## src/mlfc_pkg.sv

```systemverilog
// Purpose: shared constants for the motor lock fault configuration block
// Assumes: 32-bit register words, one aligned word per register index
// Notes: byte address of a register is four times its index
package mlfc_pkg;
	// bus geometry
	localparam int unsigned ADDR_W = 12;
	localparam int unsigned DATA_W = 32;
	localparam int unsigned STRB_W = 4;
	// register indices; byte address = index * 4
	localparam logic [7:0] CFG_IDX = 8'h92;
	localparam logic [7:0] STAT_IDX = 8'h94;
	localparam logic [7:0] MASK_IDX = 8'h96;
	// reset values
	localparam logic [31:0] CFG_RST = 32'h0000_0000;
	localparam logic [2:0] EV_RST = 3'h0;
	// field positions in the lock fault configuration word
	localparam int unsigned OVS_EN_BIT = 30;
	localparam int unsigned BEMF_EN_BIT = 29;
	localparam int unsigned NOM_EN_BIT = 28;
	localparam int unsigned OVS_THR_LSB = 25;
	localparam int unsigned BEMF_THR_LSB = 22;
	localparam int unsigned NOM_THR_LSB = 19;
	localparam int unsigned THR_W = 3;
	// event bits in status and mask
	localparam int unsigned EV_OVS = 0;
	localparam int unsigned EV_BEMF = 1;
	localparam int unsigned EV_NOM = 2;
	localparam int unsigned EV_W = 3;
	// axi response codes and the all-lanes write strobe
	localparam logic [1:0] RESP_OKAY = 2'h0;
	localparam logic [1:0] RESP_SLVERR = 2'h2;
	localparam logic [STRB_W-1:0] STRB_ALL = 4'hf;

	// byte address of a register index
	function automatic logic [ADDR_W-1:0] idx_to_addr(input logic [7:0] idx);
		return {2'h0, idx, 2'h0};
	endfunction : idx_to_addr
endpackage : mlfc_pkg

```

## src/mlfc_reg_if.sv

```systemverilog
// Purpose: internal register access carrier between bus slave and register bank
// Assumes: single clock, write and read strobes are one-cycle pulses
// Notes: read data is combinational from the bank, sampled by the slave
`timescale 1ns/10ps
interface mlfc_reg_if;
	logic wr_en; // one-cycle write pulse
	logic [mlfc_pkg::ADDR_W-1:0] wr_addr;
	logic [mlfc_pkg::DATA_W-1:0] wr_data;
	logic [mlfc_pkg::STRB_W-1:0] wr_strb;
	logic wr_err; // address unmapped
	logic rd_en; // one-cycle read pulse
	logic [mlfc_pkg::ADDR_W-1:0] rd_addr;
	logic [mlfc_pkg::DATA_W-1:0] rd_data;
	logic rd_err;
	// bus side issues requests
	modport bus (output wr_en, wr_addr, wr_data, wr_strb, rd_en, rd_addr,
		input wr_err, rd_data, rd_err);
	// bank side answers
	modport bank (input wr_en, wr_addr, wr_data, wr_strb, rd_en, rd_addr,
		output wr_err, rd_data, rd_err);
endinterface : mlfc_reg_if

```

## src/mlfc_top.sv

```systemverilog
// Purpose: lock fault configuration register bank with lock fault gating
// Assumes: detector inputs come from logic on the same clock
// Notes: unmapped addresses answer slverr and read as zero
// Operation
// RQ1: config word at index 92h, resets zero
// RQ2: bit 30 enables abnormal speed detector
// RQ3: bit 29 enables abnormal back-emf detector
// RQ4: bit 28 enables no-motor detector
// RQ5: bits 27-25 pick overspeed threshold code
// RQ6: bits 24-22 pick back-emf threshold code
// RQ7: bits 21-19 pick no-motor current threshold
// RQ8: disabled detector never raises a lock fault
`timescale 1ns/10ps
module mlfc_top (
	input wire logic clock,
	input wire logic arst_n,
	input wire logic [mlfc_pkg::ADDR_W-1:0] s_axi_awaddr,
	input wire logic s_axi_awvalid,
	output logic s_axi_awready,
	input wire logic [mlfc_pkg::DATA_W-1:0] s_axi_wdata,
	input wire logic [mlfc_pkg::STRB_W-1:0] s_axi_wstrb,
	input wire logic s_axi_wvalid,
	output logic s_axi_wready,
	output logic [1:0] s_axi_bresp,
	output logic s_axi_bvalid,
	input wire logic s_axi_bready,
	input wire logic [mlfc_pkg::ADDR_W-1:0] s_axi_araddr,
	input wire logic s_axi_arvalid,
	output logic s_axi_arready,
	output logic [mlfc_pkg::DATA_W-1:0] s_axi_rdata,
	output logic [1:0] s_axi_rresp,
	output logic s_axi_rvalid,
	input wire logic s_axi_rready,
	input wire logic overspeed_detect,
	input wire logic backemf_detect,
	input wire logic nomotor_detect,
	output logic overspeed_lock_enable,
	output logic backemf_lock_enable,
	output logic nomotor_lock_enable,
	output logic [mlfc_pkg::THR_W-1:0] overspeed_threshold_code,
	output logic [mlfc_pkg::THR_W-1:0] backemf_threshold_code,
	output logic [mlfc_pkg::THR_W-1:0] nomotor_current_threshold_code,
	output logic overspeed_lock_fault,
	output logic backemf_lock_fault,
	output logic nomotor_lock_fault,
	output logic irq
);
	localparam logic [mlfc_pkg::ADDR_W-1:0] CFG_ADDR = mlfc_pkg::idx_to_addr(mlfc_pkg::CFG_IDX);
	localparam logic [mlfc_pkg::ADDR_W-1:0] STAT_ADDR =
		mlfc_pkg::idx_to_addr(mlfc_pkg::STAT_IDX);
	localparam logic [mlfc_pkg::ADDR_W-1:0] MASK_ADDR =
		mlfc_pkg::idx_to_addr(mlfc_pkg::MASK_IDX);

	mlfc_reg_if rif (); // bus to bank carrier

	logic [31:0] cfg_q, cfg_d; // lock fault configuration word
	logic [mlfc_pkg::EV_W-1:0] stat_q, stat_d; // sticky lock events
	logic [mlfc_pkg::EV_W-1:0] mask_q, mask_d; // interrupt enables
	logic [mlfc_pkg::EV_W-1:0] fault_q, fault_d; // gated lock faults
	logic irq_q, irq_d;
	logic [mlfc_pkg::EV_W-1:0] en_vec; // detector enables
	logic [mlfc_pkg::EV_W-1:0] det_vec; // raw detector levels
	logic [mlfc_pkg::EV_W-1:0] clr_vec; // write-one-to-clear bits
	logic [31:0] wmask; // bit mask from byte strobes
	logic cfg_wr, stat_wr, mask_wr;

	// expand byte strobes to a bit mask
	function automatic logic [31:0] strb_mask(input logic [mlfc_pkg::STRB_W-1:0] strb);
		logic [31:0] m;
		m = '0;
		for (int i = 0; i < mlfc_pkg::STRB_W; i++) begin
			m[i*8 +: 8] = {8{strb[i]}};
		end
		return m;
	endfunction : strb_mask

	// address hit, used by both decode paths
	function automatic logic hit(input logic [mlfc_pkg::ADDR_W-1:0] a,
		input logic [mlfc_pkg::ADDR_W-1:0] r);
		return a == r;
	endfunction : hit

	// bus slave
	mlfc_axil_slave u_slave (
		.clock(clock),
		.arst_n(arst_n),
		.s_axi_awaddr(s_axi_awaddr),
		.s_axi_awvalid(s_axi_awvalid),
		.s_axi_awready(s_axi_awready),
		.s_axi_wdata(s_axi_wdata),
		.s_axi_wstrb(s_axi_wstrb),
		.s_axi_wvalid(s_axi_wvalid),
		.s_axi_wready(s_axi_wready),
		.s_axi_bresp(s_axi_bresp),
		.s_axi_bvalid(s_axi_bvalid),
		.s_axi_bready(s_axi_bready),
		.s_axi_araddr(s_axi_araddr),
		.s_axi_arvalid(s_axi_arvalid),
		.s_axi_arready(s_axi_arready),
		.s_axi_rdata(s_axi_rdata),
		.s_axi_rresp(s_axi_rresp),
		.s_axi_rvalid(s_axi_rvalid),
		.s_axi_rready(s_axi_rready),
		.rif(rif.bus)
	);

	// write decode
	assign wmask = strb_mask(rif.wr_strb);
	assign cfg_wr = rif.wr_en && hit(rif.wr_addr, CFG_ADDR); // RQ1
	assign stat_wr = rif.wr_en && hit(rif.wr_addr, STAT_ADDR);
	assign mask_wr = rif.wr_en && hit(rif.wr_addr, MASK_ADDR);
	assign rif.wr_err = !(hit(rif.wr_addr, CFG_ADDR) || hit(rif.wr_addr, STAT_ADDR) ||
		hit(rif.wr_addr, MASK_ADDR));
	assign clr_vec = stat_wr ? rif.wr_data[mlfc_pkg::EV_W-1:0] &
		wmask[mlfc_pkg::EV_W-1:0] : '0;

	// read mux; narrow registers sit in the low bits
	always_comb begin
		rif.rd_data = '0;
		rif.rd_err = 1'b0;
		if (hit(rif.rd_addr, CFG_ADDR)) begin
			rif.rd_data = cfg_q;
		end else if (hit(rif.rd_addr, STAT_ADDR)) begin
			rif.rd_data[mlfc_pkg::EV_W-1:0] = stat_q;
		end else if (hit(rif.rd_addr, MASK_ADDR)) begin
			rif.rd_data[mlfc_pkg::EV_W-1:0] = mask_q;
		end else begin
			rif.rd_err = 1'b1; // unmapped
		end
	end

	// field extraction straight from the stored word
	assign overspeed_lock_enable = cfg_q[mlfc_pkg::OVS_EN_BIT]; // RQ2
	assign backemf_lock_enable = cfg_q[mlfc_pkg::BEMF_EN_BIT]; // RQ3
	assign nomotor_lock_enable = cfg_q[mlfc_pkg::NOM_EN_BIT]; // RQ4
	// code 0..7 = 130%..200% of max speed
	assign overspeed_threshold_code = cfg_q[mlfc_pkg::OVS_THR_LSB +: mlfc_pkg::THR_W]; // RQ5
	// code 0..7 = 10%..80% of expected back-emf
	assign backemf_threshold_code = cfg_q[mlfc_pkg::BEMF_THR_LSB +: mlfc_pkg::THR_W]; // RQ6
	// code 0..7 = 0.05 A .. 1.0 A, non-linear steps decoded downstream
	assign nomotor_current_threshold_code =
		cfg_q[mlfc_pkg::NOM_THR_LSB +: mlfc_pkg::THR_W]; // RQ7

	assign en_vec = {nomotor_lock_enable, backemf_lock_enable, overspeed_lock_enable};
	assign det_vec = {nomotor_detect, backemf_detect, overspeed_detect};

	// next values of the bank
	always_comb begin
		cfg_d = cfg_q;
		mask_d = mask_q;
		// all 32 bits stored, including fields with no local effect
		if (cfg_wr) begin
			cfg_d = (cfg_q & ~wmask) | (rif.wr_data & wmask); // RQ1
		end
		if (mask_wr) begin
			mask_d = (mask_q & ~wmask[mlfc_pkg::EV_W-1:0]) |
				(rif.wr_data[mlfc_pkg::EV_W-1:0] & wmask[mlfc_pkg::EV_W-1:0]);
		end
		// gating by enable; threshold has no say when disabled
		fault_d = det_vec & en_vec; // RQ8
		// set beats clear so an event in the clearing cycle survives
		stat_d = (stat_q & ~clr_vec) | fault_d; // RQ8
		irq_d = |(stat_d & mask_d);
	end

	// bank registers
	always_ff @(posedge clock or negedge arst_n) begin
		if (!arst_n) begin
			cfg_q <= mlfc_pkg::CFG_RST; // RQ1
			stat_q <= mlfc_pkg::EV_RST;
			mask_q <= mlfc_pkg::EV_RST;
			fault_q <= mlfc_pkg::EV_RST;
			irq_q <= 1'b0;
		end else begin
			cfg_q <= cfg_d;
			stat_q <= stat_d;
			mask_q <= mask_d;
			fault_q <= fault_d;
			irq_q <= irq_d;
		end
	end

	assign overspeed_lock_fault = fault_q[mlfc_pkg::EV_OVS];
	assign backemf_lock_fault = fault_q[mlfc_pkg::EV_BEMF];
	assign nomotor_lock_fault = fault_q[mlfc_pkg::EV_NOM];
	assign irq = irq_q;

	// checks
	property p_cfg_reset;
		@(posedge clock) !arst_n |-> cfg_q == mlfc_pkg::CFG_RST;
	endproperty
	a_cfg_reset: assert property (p_cfg_reset) else $error("config not zero in reset"); // RQ1

	property p_cfg_write;
		@(posedge clock) disable iff (!arst_n)
		rif.wr_en && rif.wr_addr == CFG_ADDR && rif.wr_strb == mlfc_pkg::STRB_ALL
		##1 !rif.wr_en [*2] |-> cfg_q == $past(rif.wr_data, 2);
	endproperty
	a_cfg_write: assert property (p_cfg_write) else $error("config write lost"); // RQ1

	property p_ovs_en;
		@(posedge clock) disable iff (!arst_n)
		cfg_wr && wmask[mlfc_pkg::OVS_EN_BIT]
		|=> overspeed_lock_enable == $past(rif.wr_data[mlfc_pkg::OVS_EN_BIT]);
	endproperty
	a_ovs_en: assert property (p_ovs_en) else $error("overspeed enable wrong"); // RQ2

	property p_bemf_en;
		@(posedge clock) disable iff (!arst_n)
		cfg_wr && wmask[mlfc_pkg::BEMF_EN_BIT]
		|=> backemf_lock_enable == $past(rif.wr_data[mlfc_pkg::BEMF_EN_BIT]);
	endproperty
	a_bemf_en: assert property (p_bemf_en) else $error("back-emf enable wrong"); // RQ3

	property p_nom_en;
		@(posedge clock) disable iff (!arst_n)
		cfg_wr && wmask[mlfc_pkg::NOM_EN_BIT]
		|=> nomotor_lock_enable == $past(rif.wr_data[mlfc_pkg::NOM_EN_BIT]);
	endproperty
	a_nom_en: assert property (p_nom_en) else $error("no-motor enable wrong"); // RQ4

	property p_ovs_thr;
		@(posedge clock) disable iff (!arst_n)
		cfg_wr && rif.wr_strb == mlfc_pkg::STRB_ALL
		|=> overspeed_threshold_code ==
		$past(rif.wr_data[mlfc_pkg::OVS_THR_LSB +: mlfc_pkg::THR_W]);
	endproperty
	a_ovs_thr: assert property (p_ovs_thr) else $error("overspeed threshold wrong"); // RQ5

	property p_bemf_thr;
		@(posedge clock) disable iff (!arst_n)
		cfg_wr && rif.wr_strb == mlfc_pkg::STRB_ALL
		|=> backemf_threshold_code ==
		$past(rif.wr_data[mlfc_pkg::BEMF_THR_LSB +: mlfc_pkg::THR_W]);
	endproperty
	a_bemf_thr: assert property (p_bemf_thr) else $error("back-emf threshold wrong"); // RQ6

	property p_nom_thr;
		@(posedge clock) disable iff (!arst_n)
		cfg_wr && rif.wr_strb == mlfc_pkg::STRB_ALL
		|=> nomotor_current_threshold_code ==
		$past(rif.wr_data[mlfc_pkg::NOM_THR_LSB +: mlfc_pkg::THR_W]);
	endproperty
	a_nom_thr: assert property (p_nom_thr) else $error("no-motor threshold wrong"); // RQ7

	property p_fault_gate;
		@(posedge clock) disable iff (!arst_n)
		!overspeed_lock_enable |=> !overspeed_lock_fault;
	endproperty
	a_fault_gate: assert property (p_fault_gate) else $error("fault while disabled"); // RQ8

	property p_fault_pass;
		@(posedge clock) disable iff (!arst_n)
		nomotor_lock_enable && nomotor_detect |=> nomotor_lock_fault ##0
		stat_q[mlfc_pkg::EV_NOM];
	endproperty
	a_fault_pass: assert property (p_fault_pass) else $error("enabled fault dropped"); // RQ8

	property p_irq_level;
		@(posedge clock) disable iff (!arst_n)
		irq == |(stat_q & mask_q);
	endproperty
	a_irq_level: assert property (p_irq_level) else $error("interrupt level wrong");

	// the other two detectors are gated the same way
	property p_bemf_gate;
		@(posedge clock) disable iff (!arst_n)
		!backemf_lock_enable |=> !backemf_lock_fault;
	endproperty
	a_bemf_gate: assert property (p_bemf_gate) else $error("back-emf fault leaked"); // RQ8

	property p_nom_gate;
		@(posedge clock) disable iff (!arst_n)
		!nomotor_lock_enable |=> !nomotor_lock_fault;
	endproperty
	a_nom_gate: assert property (p_nom_gate) else $error("no-motor fault leaked"); // RQ8

	// write-one-to-clear empties a bit whose event has gone
	property p_stat_clear;
		@(posedge clock) disable iff (!arst_n)
		clr_vec[mlfc_pkg::EV_OVS] && !fault_d[mlfc_pkg::EV_OVS]
		|=> !stat_q[mlfc_pkg::EV_OVS];
	endproperty
	a_stat_clear: assert property (p_stat_clear) else $error("status bit not cleared");

	// an event always lands, even in the cycle it is being cleared
	property p_stat_set;
		@(posedge clock) disable iff (!arst_n)
		fault_d[mlfc_pkg::EV_NOM] |=> stat_q[mlfc_pkg::EV_NOM];
	endproperty
	a_stat_set: assert property (p_stat_set) else $error("no-motor event lost"); // RQ8

	// the word only moves on a config write
	property p_cfg_hold;
		@(posedge clock) disable iff (!arst_n)
		!cfg_wr |=> $stable(cfg_q);
	endproperty
	a_cfg_hold: assert property (p_cfg_hold) else $error("config changed unwritten"); // RQ1

	// an unmapped write leaves the config and mask registers alone
	property p_bad_write;
		@(posedge clock) disable iff (!arst_n)
		rif.wr_en && rif.wr_err |=> $stable(cfg_q) && $stable(mask_q);
	endproperty
	a_bad_write: assert property (p_bad_write) else $error("unmapped write had effect");

	c_cfg_write: cover property (@(posedge clock) disable iff (!arst_n) cfg_wr);
	c_fault: cover property (@(posedge clock) disable iff (!arst_n) backemf_lock_fault);
	c_irq: cover property (@(posedge clock) disable iff (!arst_n) irq ##1 stat_wr);
	c_partial: cover property (@(posedge clock) disable iff (!arst_n)
		cfg_wr && rif.wr_strb != mlfc_pkg::STRB_ALL);
	c_clear: cover property (@(posedge clock) disable iff (!arst_n) stat_wr && |stat_q);
endmodule : mlfc_top

```

## src/mlfc_axil_slave.sv

```systemverilog
// Purpose: axi4-lite slave turning bus transfers into register strobes
// Assumes: one write and one read outstanding at most
// Notes: aw and w taken in either order; response one cycle after both held
`timescale 1ns/10ps
module mlfc_axil_slave (
	input wire logic clock,
	input wire logic arst_n,
	input wire logic [mlfc_pkg::ADDR_W-1:0] s_axi_awaddr,
	input wire logic s_axi_awvalid,
	output logic s_axi_awready,
	input wire logic [mlfc_pkg::DATA_W-1:0] s_axi_wdata,
	input wire logic [mlfc_pkg::STRB_W-1:0] s_axi_wstrb,
	input wire logic s_axi_wvalid,
	output logic s_axi_wready,
	output logic [1:0] s_axi_bresp,
	output logic s_axi_bvalid,
	input wire logic s_axi_bready,
	input wire logic [mlfc_pkg::ADDR_W-1:0] s_axi_araddr,
	input wire logic s_axi_arvalid,
	output logic s_axi_arready,
	output logic [mlfc_pkg::DATA_W-1:0] s_axi_rdata,
	output logic [1:0] s_axi_rresp,
	output logic s_axi_rvalid,
	input wire logic s_axi_rready,
	mlfc_reg_if.bus rif
);
	logic aw_hold_q, aw_hold_d; // write address captured
	logic w_hold_q, w_hold_d; // write data captured
	logic [mlfc_pkg::ADDR_W-1:0] awaddr_q, awaddr_d;
	logic [mlfc_pkg::DATA_W-1:0] wdata_q, wdata_d;
	logic [mlfc_pkg::STRB_W-1:0] wstrb_q, wstrb_d;
	logic bvalid_q, bvalid_d;
	logic [1:0] bresp_q, bresp_d;
	logic ar_hold_q, ar_hold_d; // read address captured
	logic [mlfc_pkg::ADDR_W-1:0] araddr_q, araddr_d;
	logic rvalid_q, rvalid_d;
	logic [1:0] rresp_q, rresp_d;
	logic [mlfc_pkg::DATA_W-1:0] rdata_q, rdata_d;

	// ready only while the capture slot is free, so nothing is overwritten
	assign s_axi_awready = !aw_hold_q && !bvalid_q;
	assign s_axi_wready = !w_hold_q && !bvalid_q;
	assign s_axi_arready = !ar_hold_q && !rvalid_q;
	assign s_axi_bvalid = bvalid_q;
	assign s_axi_bresp = bresp_q;
	assign s_axi_rvalid = rvalid_q;
	assign s_axi_rresp = rresp_q;
	assign s_axi_rdata = rdata_q;
	// strobes toward the bank
	assign rif.wr_en = aw_hold_q && w_hold_q && !bvalid_q;
	assign rif.wr_addr = awaddr_q;
	assign rif.wr_data = wdata_q;
	assign rif.wr_strb = wstrb_q;
	assign rif.rd_en = ar_hold_q && !rvalid_q;
	assign rif.rd_addr = araddr_q;

	// next state of both channels
	always_comb begin
		aw_hold_d = aw_hold_q;
		w_hold_d = w_hold_q;
		awaddr_d = awaddr_q;
		wdata_d = wdata_q;
		wstrb_d = wstrb_q;
		bvalid_d = bvalid_q;
		bresp_d = bresp_q;
		ar_hold_d = ar_hold_q;
		araddr_d = araddr_q;
		rvalid_d = rvalid_q;
		rresp_d = rresp_q;
		rdata_d = rdata_q;
		if (s_axi_awvalid && s_axi_awready) begin
			aw_hold_d = 1'b1;
			awaddr_d = s_axi_awaddr;
		end
		if (s_axi_wvalid && s_axi_wready) begin
			w_hold_d = 1'b1;
			wdata_d = s_axi_wdata;
			wstrb_d = s_axi_wstrb;
		end
		// both halves present: write lands, response next cycle
		if (rif.wr_en) begin
			aw_hold_d = 1'b0;
			w_hold_d = 1'b0;
			bvalid_d = 1'b1;
			bresp_d = rif.wr_err ? mlfc_pkg::RESP_SLVERR : mlfc_pkg::RESP_OKAY;
		end else if (bvalid_q && s_axi_bready) begin
			bvalid_d = 1'b0;
		end
		if (s_axi_arvalid && s_axi_arready) begin
			ar_hold_d = 1'b1;
			araddr_d = s_axi_araddr;
		end
		// read data sampled into a flop, stable while rvalid stands
		if (rif.rd_en) begin
			ar_hold_d = 1'b0;
			rvalid_d = 1'b1;
			rdata_d = rif.rd_data;
			rresp_d = rif.rd_err ? mlfc_pkg::RESP_SLVERR : mlfc_pkg::RESP_OKAY;
		end else if (rvalid_q && s_axi_rready) begin
			rvalid_d = 1'b0;
		end
	end

	// channel registers
	always_ff @(posedge clock or negedge arst_n) begin
		if (!arst_n) begin
			aw_hold_q <= 1'b0;
			w_hold_q <= 1'b0;
			awaddr_q <= '0;
			wdata_q <= '0;
			wstrb_q <= '0;
			bvalid_q <= 1'b0;
			bresp_q <= mlfc_pkg::RESP_OKAY;
			ar_hold_q <= 1'b0;
			araddr_q <= '0;
			rvalid_q <= 1'b0;
			rresp_q <= mlfc_pkg::RESP_OKAY;
			rdata_q <= '0;
		end else begin
			aw_hold_q <= aw_hold_d;
			w_hold_q <= w_hold_d;
			awaddr_q <= awaddr_d;
			wdata_q <= wdata_d;
			wstrb_q <= wstrb_d;
			bvalid_q <= bvalid_d;
			bresp_q <= bresp_d;
			ar_hold_q <= ar_hold_d;
			araddr_q <= araddr_d;
			rvalid_q <= rvalid_d;
			rresp_q <= rresp_d;
			rdata_q <= rdata_d;
		end
	end
endmodule : mlfc_axil_slave

```

## config.mk

```make
export PLATFORM = sky130hd
export DESIGN_NAME = mlfc_top
export DESIGN_NICKNAME = d
export VERILOG_FILES = /design/src/mlfc_pkg.sv /design/src/mlfc_reg_if.sv /design/src/mlfc_top.sv /design/src/mlfc_axil_slave.sv
export SDC_FILE = /design/constraint.sdc
export NUM_CORES = 1
export LEC_CHECK = 0
export ABC_AREA = 1
export BUFFER_PORTS_ARGS = -buffer_cell sky130_fd_sc_hd__buf_2
export CAP_MARGIN = 20
export CORE_ASPECT_RATIO = 0.8
export CORE_MARGIN = 2
export CORE_UTILIZATION = 35
export CTS_BUF_LIST = sky130_fd_sc_hd__clkbuf_4 sky130_fd_sc_hd__clkbuf_8
export DETAILED_ROUTE_END_ITERATION = 8
export GPL_TIMING_DRIVEN = 0
export PLACE_DENSITY = 0.66
export SETUP_SLACK_MARGIN = 0.5
export SYNTH_ARGS = -nofsm -noshare
export SYNTH_HDL_FRONTEND = slang
export SYNTH_SLANG_ARGS = --single-unit
```

## constraint.sdc

```tcl
create_clock -name clock -period 1.6 [get_ports clock]
set_clock_uncertainty 0.05 [all_clocks]
set_input_delay 0.16 -clock clock [delete_from_list [all_inputs] [get_ports clock]]
set_output_delay 0.16 -clock clock [all_outputs]
set_load 0.02 [all_outputs]
```

Word-level counts from Yosys, hierarchy flattened
Index checks and enable logic that the tools add are counted.
- eq/ne operators: 6
- multiplexer cells: 21
- bitwise operators: 13
- reductions and logical operators: 27
- operators by type and width (kind ; count):
    == test 12 x 10 -> 1 bit (second input constant) ; 6
    bitwise AND 32 bit ; 2
    NOT 32 bit ; 1
    OR 32 bit ; 1
    two-way mux 29 bit ; 1
    bitwise AND 3 bit ; 5
    two-way mux 3 bit ; 5
    logical AND 1 bit ; 14
    two-way mux 1 bit ; 13
    nonzero test 2 bit ; 5
    NOT 3 bit ; 2
    OR 3 bit ; 2
    zero test 1 bit ; 5
    two-way mux 2 bit ; 2
    OR reduction 3 bit ; 1
    logical OR 1 bit ; 2
- flip-flop bits (word level): 143
- bits of input ports: 70
- output and inout port bits: 57

Depth between registers and ports, before layout
- word-level depth: 9
- mapped depth: 11
- gate-level depth less buffers: 10

By module
A second synthesis with hierarchy kept.
- cell total of the unflattened synthesis: 750
- area total of the unflattened synthesis: 6486.2 um2
- by module, submodules not included (module ; times used ; cells an instance ; area an instance (um2) ; seq. area each (um2)):
    mlfc_axil_slave ; 1 ; 427 ; 3981.3 ; 2477.4
    mlfc_top ; 1 ; 323 ; 2504.9 ; 1051.0

Worst setup path before layout
Ideal clock, no wire load.
- path kind: register -> register
- start point: register u_slave.rvalid_q, in the netlist u_slave.s_axi_rvalid
- end point: register u_slave.araddr_q, in the netlist u_slave.rif.rd_addr[10]
- arrival: 1.525 ns
- required time: 1.418 ns
- slack: -0.107 ns
- cell stages (with the launch flop): 6
- period minus slack after synthesis: 1.707 ns
- path through: dfrtp_1 > nor2_1 > nand2_1 > clkbuf_1 > nor2_1 > a21oi_1
- longest elaborated chain between the ends: 3
- ends and longest elaborated chain (what ; RTL line ; RTL):
    start, declared ; mlfc_axil_slave.sv:36 ; logic rvalid_q, rvalid_d;
    start signal, assigned ; mlfc_axil_slave.sv:129 ; rvalid_q <= rvalid_d;
    zero test 1 bit ; mlfc_axil_slave.sv:43 ; assign s_axi_arready = !ar_hold_q && !rvalid_q;
    logical AND 1 bit ; mlfc_axil_slave.sv:43 ;
    net s_axi_arready ; mlfc_top.sv:29 ; output logic s_axi_arready,
    logical AND 1 bit ; mlfc_axil_slave.sv:89 ; if (s_axi_arvalid && s_axi_arready) begin
    end signal, assigned ; mlfc_axil_slave.sv:128 ; araddr_q <= araddr_d;
    end, declared ; mlfc_axil_slave.sv:35 ; logic [mlfc_pkg::ADDR_W-1:0] araddr_q, araddr_d;
The timed path passes the listed nets, and every way through them passes these cells.
A chain may end at the register's enable or synchronous reset.

==> summary by stage <==
Run status
The flow ran to the end, but the final reports show violations. The final reports fail on hold timing.

Synth
Summing the areas of all compound-gate instances in the mapped netlist gives 12.2% of the synthesized area. After Yosys synthesis, full adders, half adders and majority gates account for 0% of the synthesized area. The number of warnings reported in the yosys synthesis log is 0. The unique cell type count in the Yosys netlist is 25.

The synthesized design contains 0 enable-type register cells. The XOR/XNOR share of the synthesized area is 0%. The synthesized netlist cell count is 601.

The share of the Yosys chip area taken by registers is 60.5%. Summed over all instances, the cell type with the most area after synthesis is dfrtp_1. Summing every instance area after synthesis gives 5830 sq um. The fraction of synthesis flops using an asynchronous set or reset pin is 100%. In the post-synthesis netlist, the cell with the most instances is dfrtp_1. Sorting the synthesized cells by area gives the leading types as dfrtp_1, nand2_1, o21ai_2. The area share of and/or/nand/nor cells after synthesis is 16.9%. The main flop type after synthesis is dfrtp_1. By count the netlist is led by dfrtp_1, nand2_1, nor2_1, inv_1, a21oi_1.

Measured against the total synthesized area, the mux share comes to 3.09%. Averaged over all synthesized cells, the footprint is 9.70 sq um. The dominant combinational cell family by area after synthesis is simple AND/OR/NAND/NOR gates. The share of synthesized area in the top cell type comes to 60.5%. The number of flip-flops and latches in the synthesized netlist is 141.

Route
The first TritonRoute pass finished after 6 iterations. In the routed layout, each cell is associated on average with a via count of 4.59. The total wire length is 17,800 um. Summing over every cut layer, the via total after detailed routing is 5,169. The post-route antenna net violation count is 0. In this run, the number of DRC markers left after iteration 0 of detailed routing was 193. In the routed design, unresolved DRC markers number 0. Dividing the detail-routed wire length by the instance count gives 15.8 um.

Timing
Subtracting the final worst setup slack from the clock period gives 1.60 ns. The worst path meets setup with 0.00369 ns of slack. Setup repair after global routing could not meet its margin everywhere. The count of final max-slew check failures was 0. The maximum clock rate is 0.626 GHz. The final count of hold timing violations is 56. Final hold analysis gives a worst-case slack of -0.448 ns. Dividing the final minimum period by the clock period gives 99.8%. The total setup violations reported at the end of the flow is 0.

Place
The wire-length estimate of the detail-placed layout is 9860 um. Routability-driven placement finished with a final weighted congestion of 0.785. The worst-case setup slack after placement is -0.269 ns.

In this run the tool buffered the top-level ports with 124 buffer cells. Once placement finished, the instance area stood at 7080 sq um.

Worst hold path
The class of the worst hold path is primary input to asynchronous set/reset pin.

Finish
The number of antenna repair diodes is 0. The final core utilization is 62.6%. The post-route netlist has 54.7% of its cells at a drive strength greater than 1. The total non-filler cell area in the finished layout is 10,300 sq um. At the end of the flow, the number of nets in the layout was 962.

Compared with the post-synthesis result, the final layout area differs by 76.1%. The count of fill cells added during filler insertion is 1,311.

Run
The total of max-cap violations is 0.

Setup path
STA classifies the critical path startpoint as a flip-flop. The type of the worst setup path is flip-flop to flip-flop. The cell count of the worst reg-to-reg path is 8. Along the worst path, the maximum fanout reaches 8. The required time of the critical path is 1.91 ns. The critical path data arrival time is 1.90 ns. STA classifies the critical path endpoint as a flip-flop.

Die
Pin placement for this block handled 127 I/O pins. The width of the die is 148 um. The floorplan has 42 rows. The core footprint is 16,400 sq um. The die footprint is 17,700 sq um. Once the floorplan was initialized, standard cells occupied 35.5% of the core. The overall die height is 119 um.

Clocking
For the worst-skew pair, the clock arrives at the later sink with an insertion delay of 0.47 ns. The level count of the clock H-tree is 4. Clock-pin slew was measured on the worst setup and hold paths at 0.08 ns. The tree is rooted in a clkbuf_8. In this run, post-CTS hold repair placed 65 buffers.

The number of buffers on the longest clock path is 2. The number of clock buffers inserted by TritonCTS is 17. The CTS tree is built. CTS saw 141 sinks.

Pwr
VDD sags by at most 0.991 mV. The analysis attributes to cell leakage a power of 0.00495 uW. For this design the ratio of total power to cell area is 1290 nW/um^2.

Global routing
The initial antenna violation count is 0. The maximum number of pins on one net before global-route repair is 98. The sum of overflow across all layers after global routing is 0. The first global-routing pass estimated 26,900 um of wire. The via count of the first global-routing pass is 5,146. In the global route stage, overall resource usage came out at 20.0%.
[layer usage]
layer | GRT usage [%] | vias up | part of all wire [%]
li1 | - | 2513 | -
met2 | 32.4 | 121 | 48
met4 | 6.55 | 0 | 1.9
met3 | 4.52 | 31 | 3.7
met5 | 0 | - | 0
met1 | 26.6 | 2504 | 46
[power breakdown]
part	leakage, uW	switching, uW	internal [uW]
sequential	0.00175	539	4410
clock	0.000220	1410	1650
combinational	0.00298	2760	2470
total	0.00495	4710	8530
[layout make-up]
| cell class | count | area (sq um) | share of cell area, % |
|---|---|---|---|
| sequential | 141 | 3540 | 34.5 |
| multi-input combinational | 370 | 2800 | 27.3 |
| timing repair buffer | 269 | 2510 | 24.4 |
| buffer | 33 | 489 | 4.77 |
| clock buffer | 21 | 277 | 2.69 |
| tap | 220 | 275 | 2.68 |
| inverter | 60 | 235 | 2.29 |
| clock inverter | 11 | 141 | 1.38 |
[timing repair]
item	CTS	global route
setup endpoints to repair	191	191
cloned	10	4
pin swaps	30	27
endpoints found under the hold margin	112	44
resized for setup	282	75
setup buffers	48	19
[critical path: stages (launching register included)]
cell and delay (ns):
dfrtp_1 0.40, nor2_2 0.12, nand3_2 0.11, nor3_4 0.23, buf_12 0.16, nand3_4 0.14
buf_12 0.18, nand2_4 0.05, o21ai_2 0.04
[per-stage QoR]
| step | TNS [ns] | hold WS (ns) | cells | total power, uW |
|---|---|---|---|---|
| final | 0 | -0.448 | 1125 | 13200 |
| after global routing | -1.42 | -0.433 | 1125 | 13900 |
| after floorplan | 0 | -0.186 | 602 | 7340 |
| after CTS | 0 | -0.448 | 1102 | 12800 |
| after detailed placement | -6.12 | 0.0671 | 947 | 8280 |
| after global placement | -255.75 | 0.287 | 946 | 8170 |
[logic make-up after synthesis]
logic type / after synthesis
AOI/OAI and AO/OA: 116
buffers and inverters: 93
DFF: 141
muxes: 16
other: 1
and+or+nand+nor: 234
[path summary, 6_finish.rpt]
kind / start / to / slack, ns
min in group clock: s_axi_awvalid / u_slave.rif.wr_addr[4]$_DFFE_PN0P_ / 0.08
hold reg to reg: flip-flop / flip-flop / 0.44
setup reg to reg: u_slave.rif.wr_addr[10]$_DFFE_PN0P_ / flip-flop / 0.004
setup / recovery: u_slave.rif.wr_addr[10]$_DFFE_PN0P_ / flip-flop / 0.004
hold / removal: arst_n / u_slave.rif.wr_addr[0]$_DFFE_PN0P_ / -0.45
max in group asynchronous: arst_n / u_slave.s_axi_rvalid$_DFFE_PN0P_ / 1.11
[cell usage in the layout (no fill, tap or decap), types with 20 or more instances in the layout]
| master | count |
|---|---|
| dfrtp_1 | 135 |
| nand2_1 | 107 |
| buf_6 | 79 |
| buf_2 | 68 |
| dlygate4sd3_1 | 65 |
| o21ai_2 | 63 |
| buf_4 | 53 |
| inv_1 | 51 |
| a21oi_2 | 38 |
| nor2_4 | 28 |
| nor2_1 | 28 |
| nand2_4 | 20 |
Power figures use the tool's default switching activity.
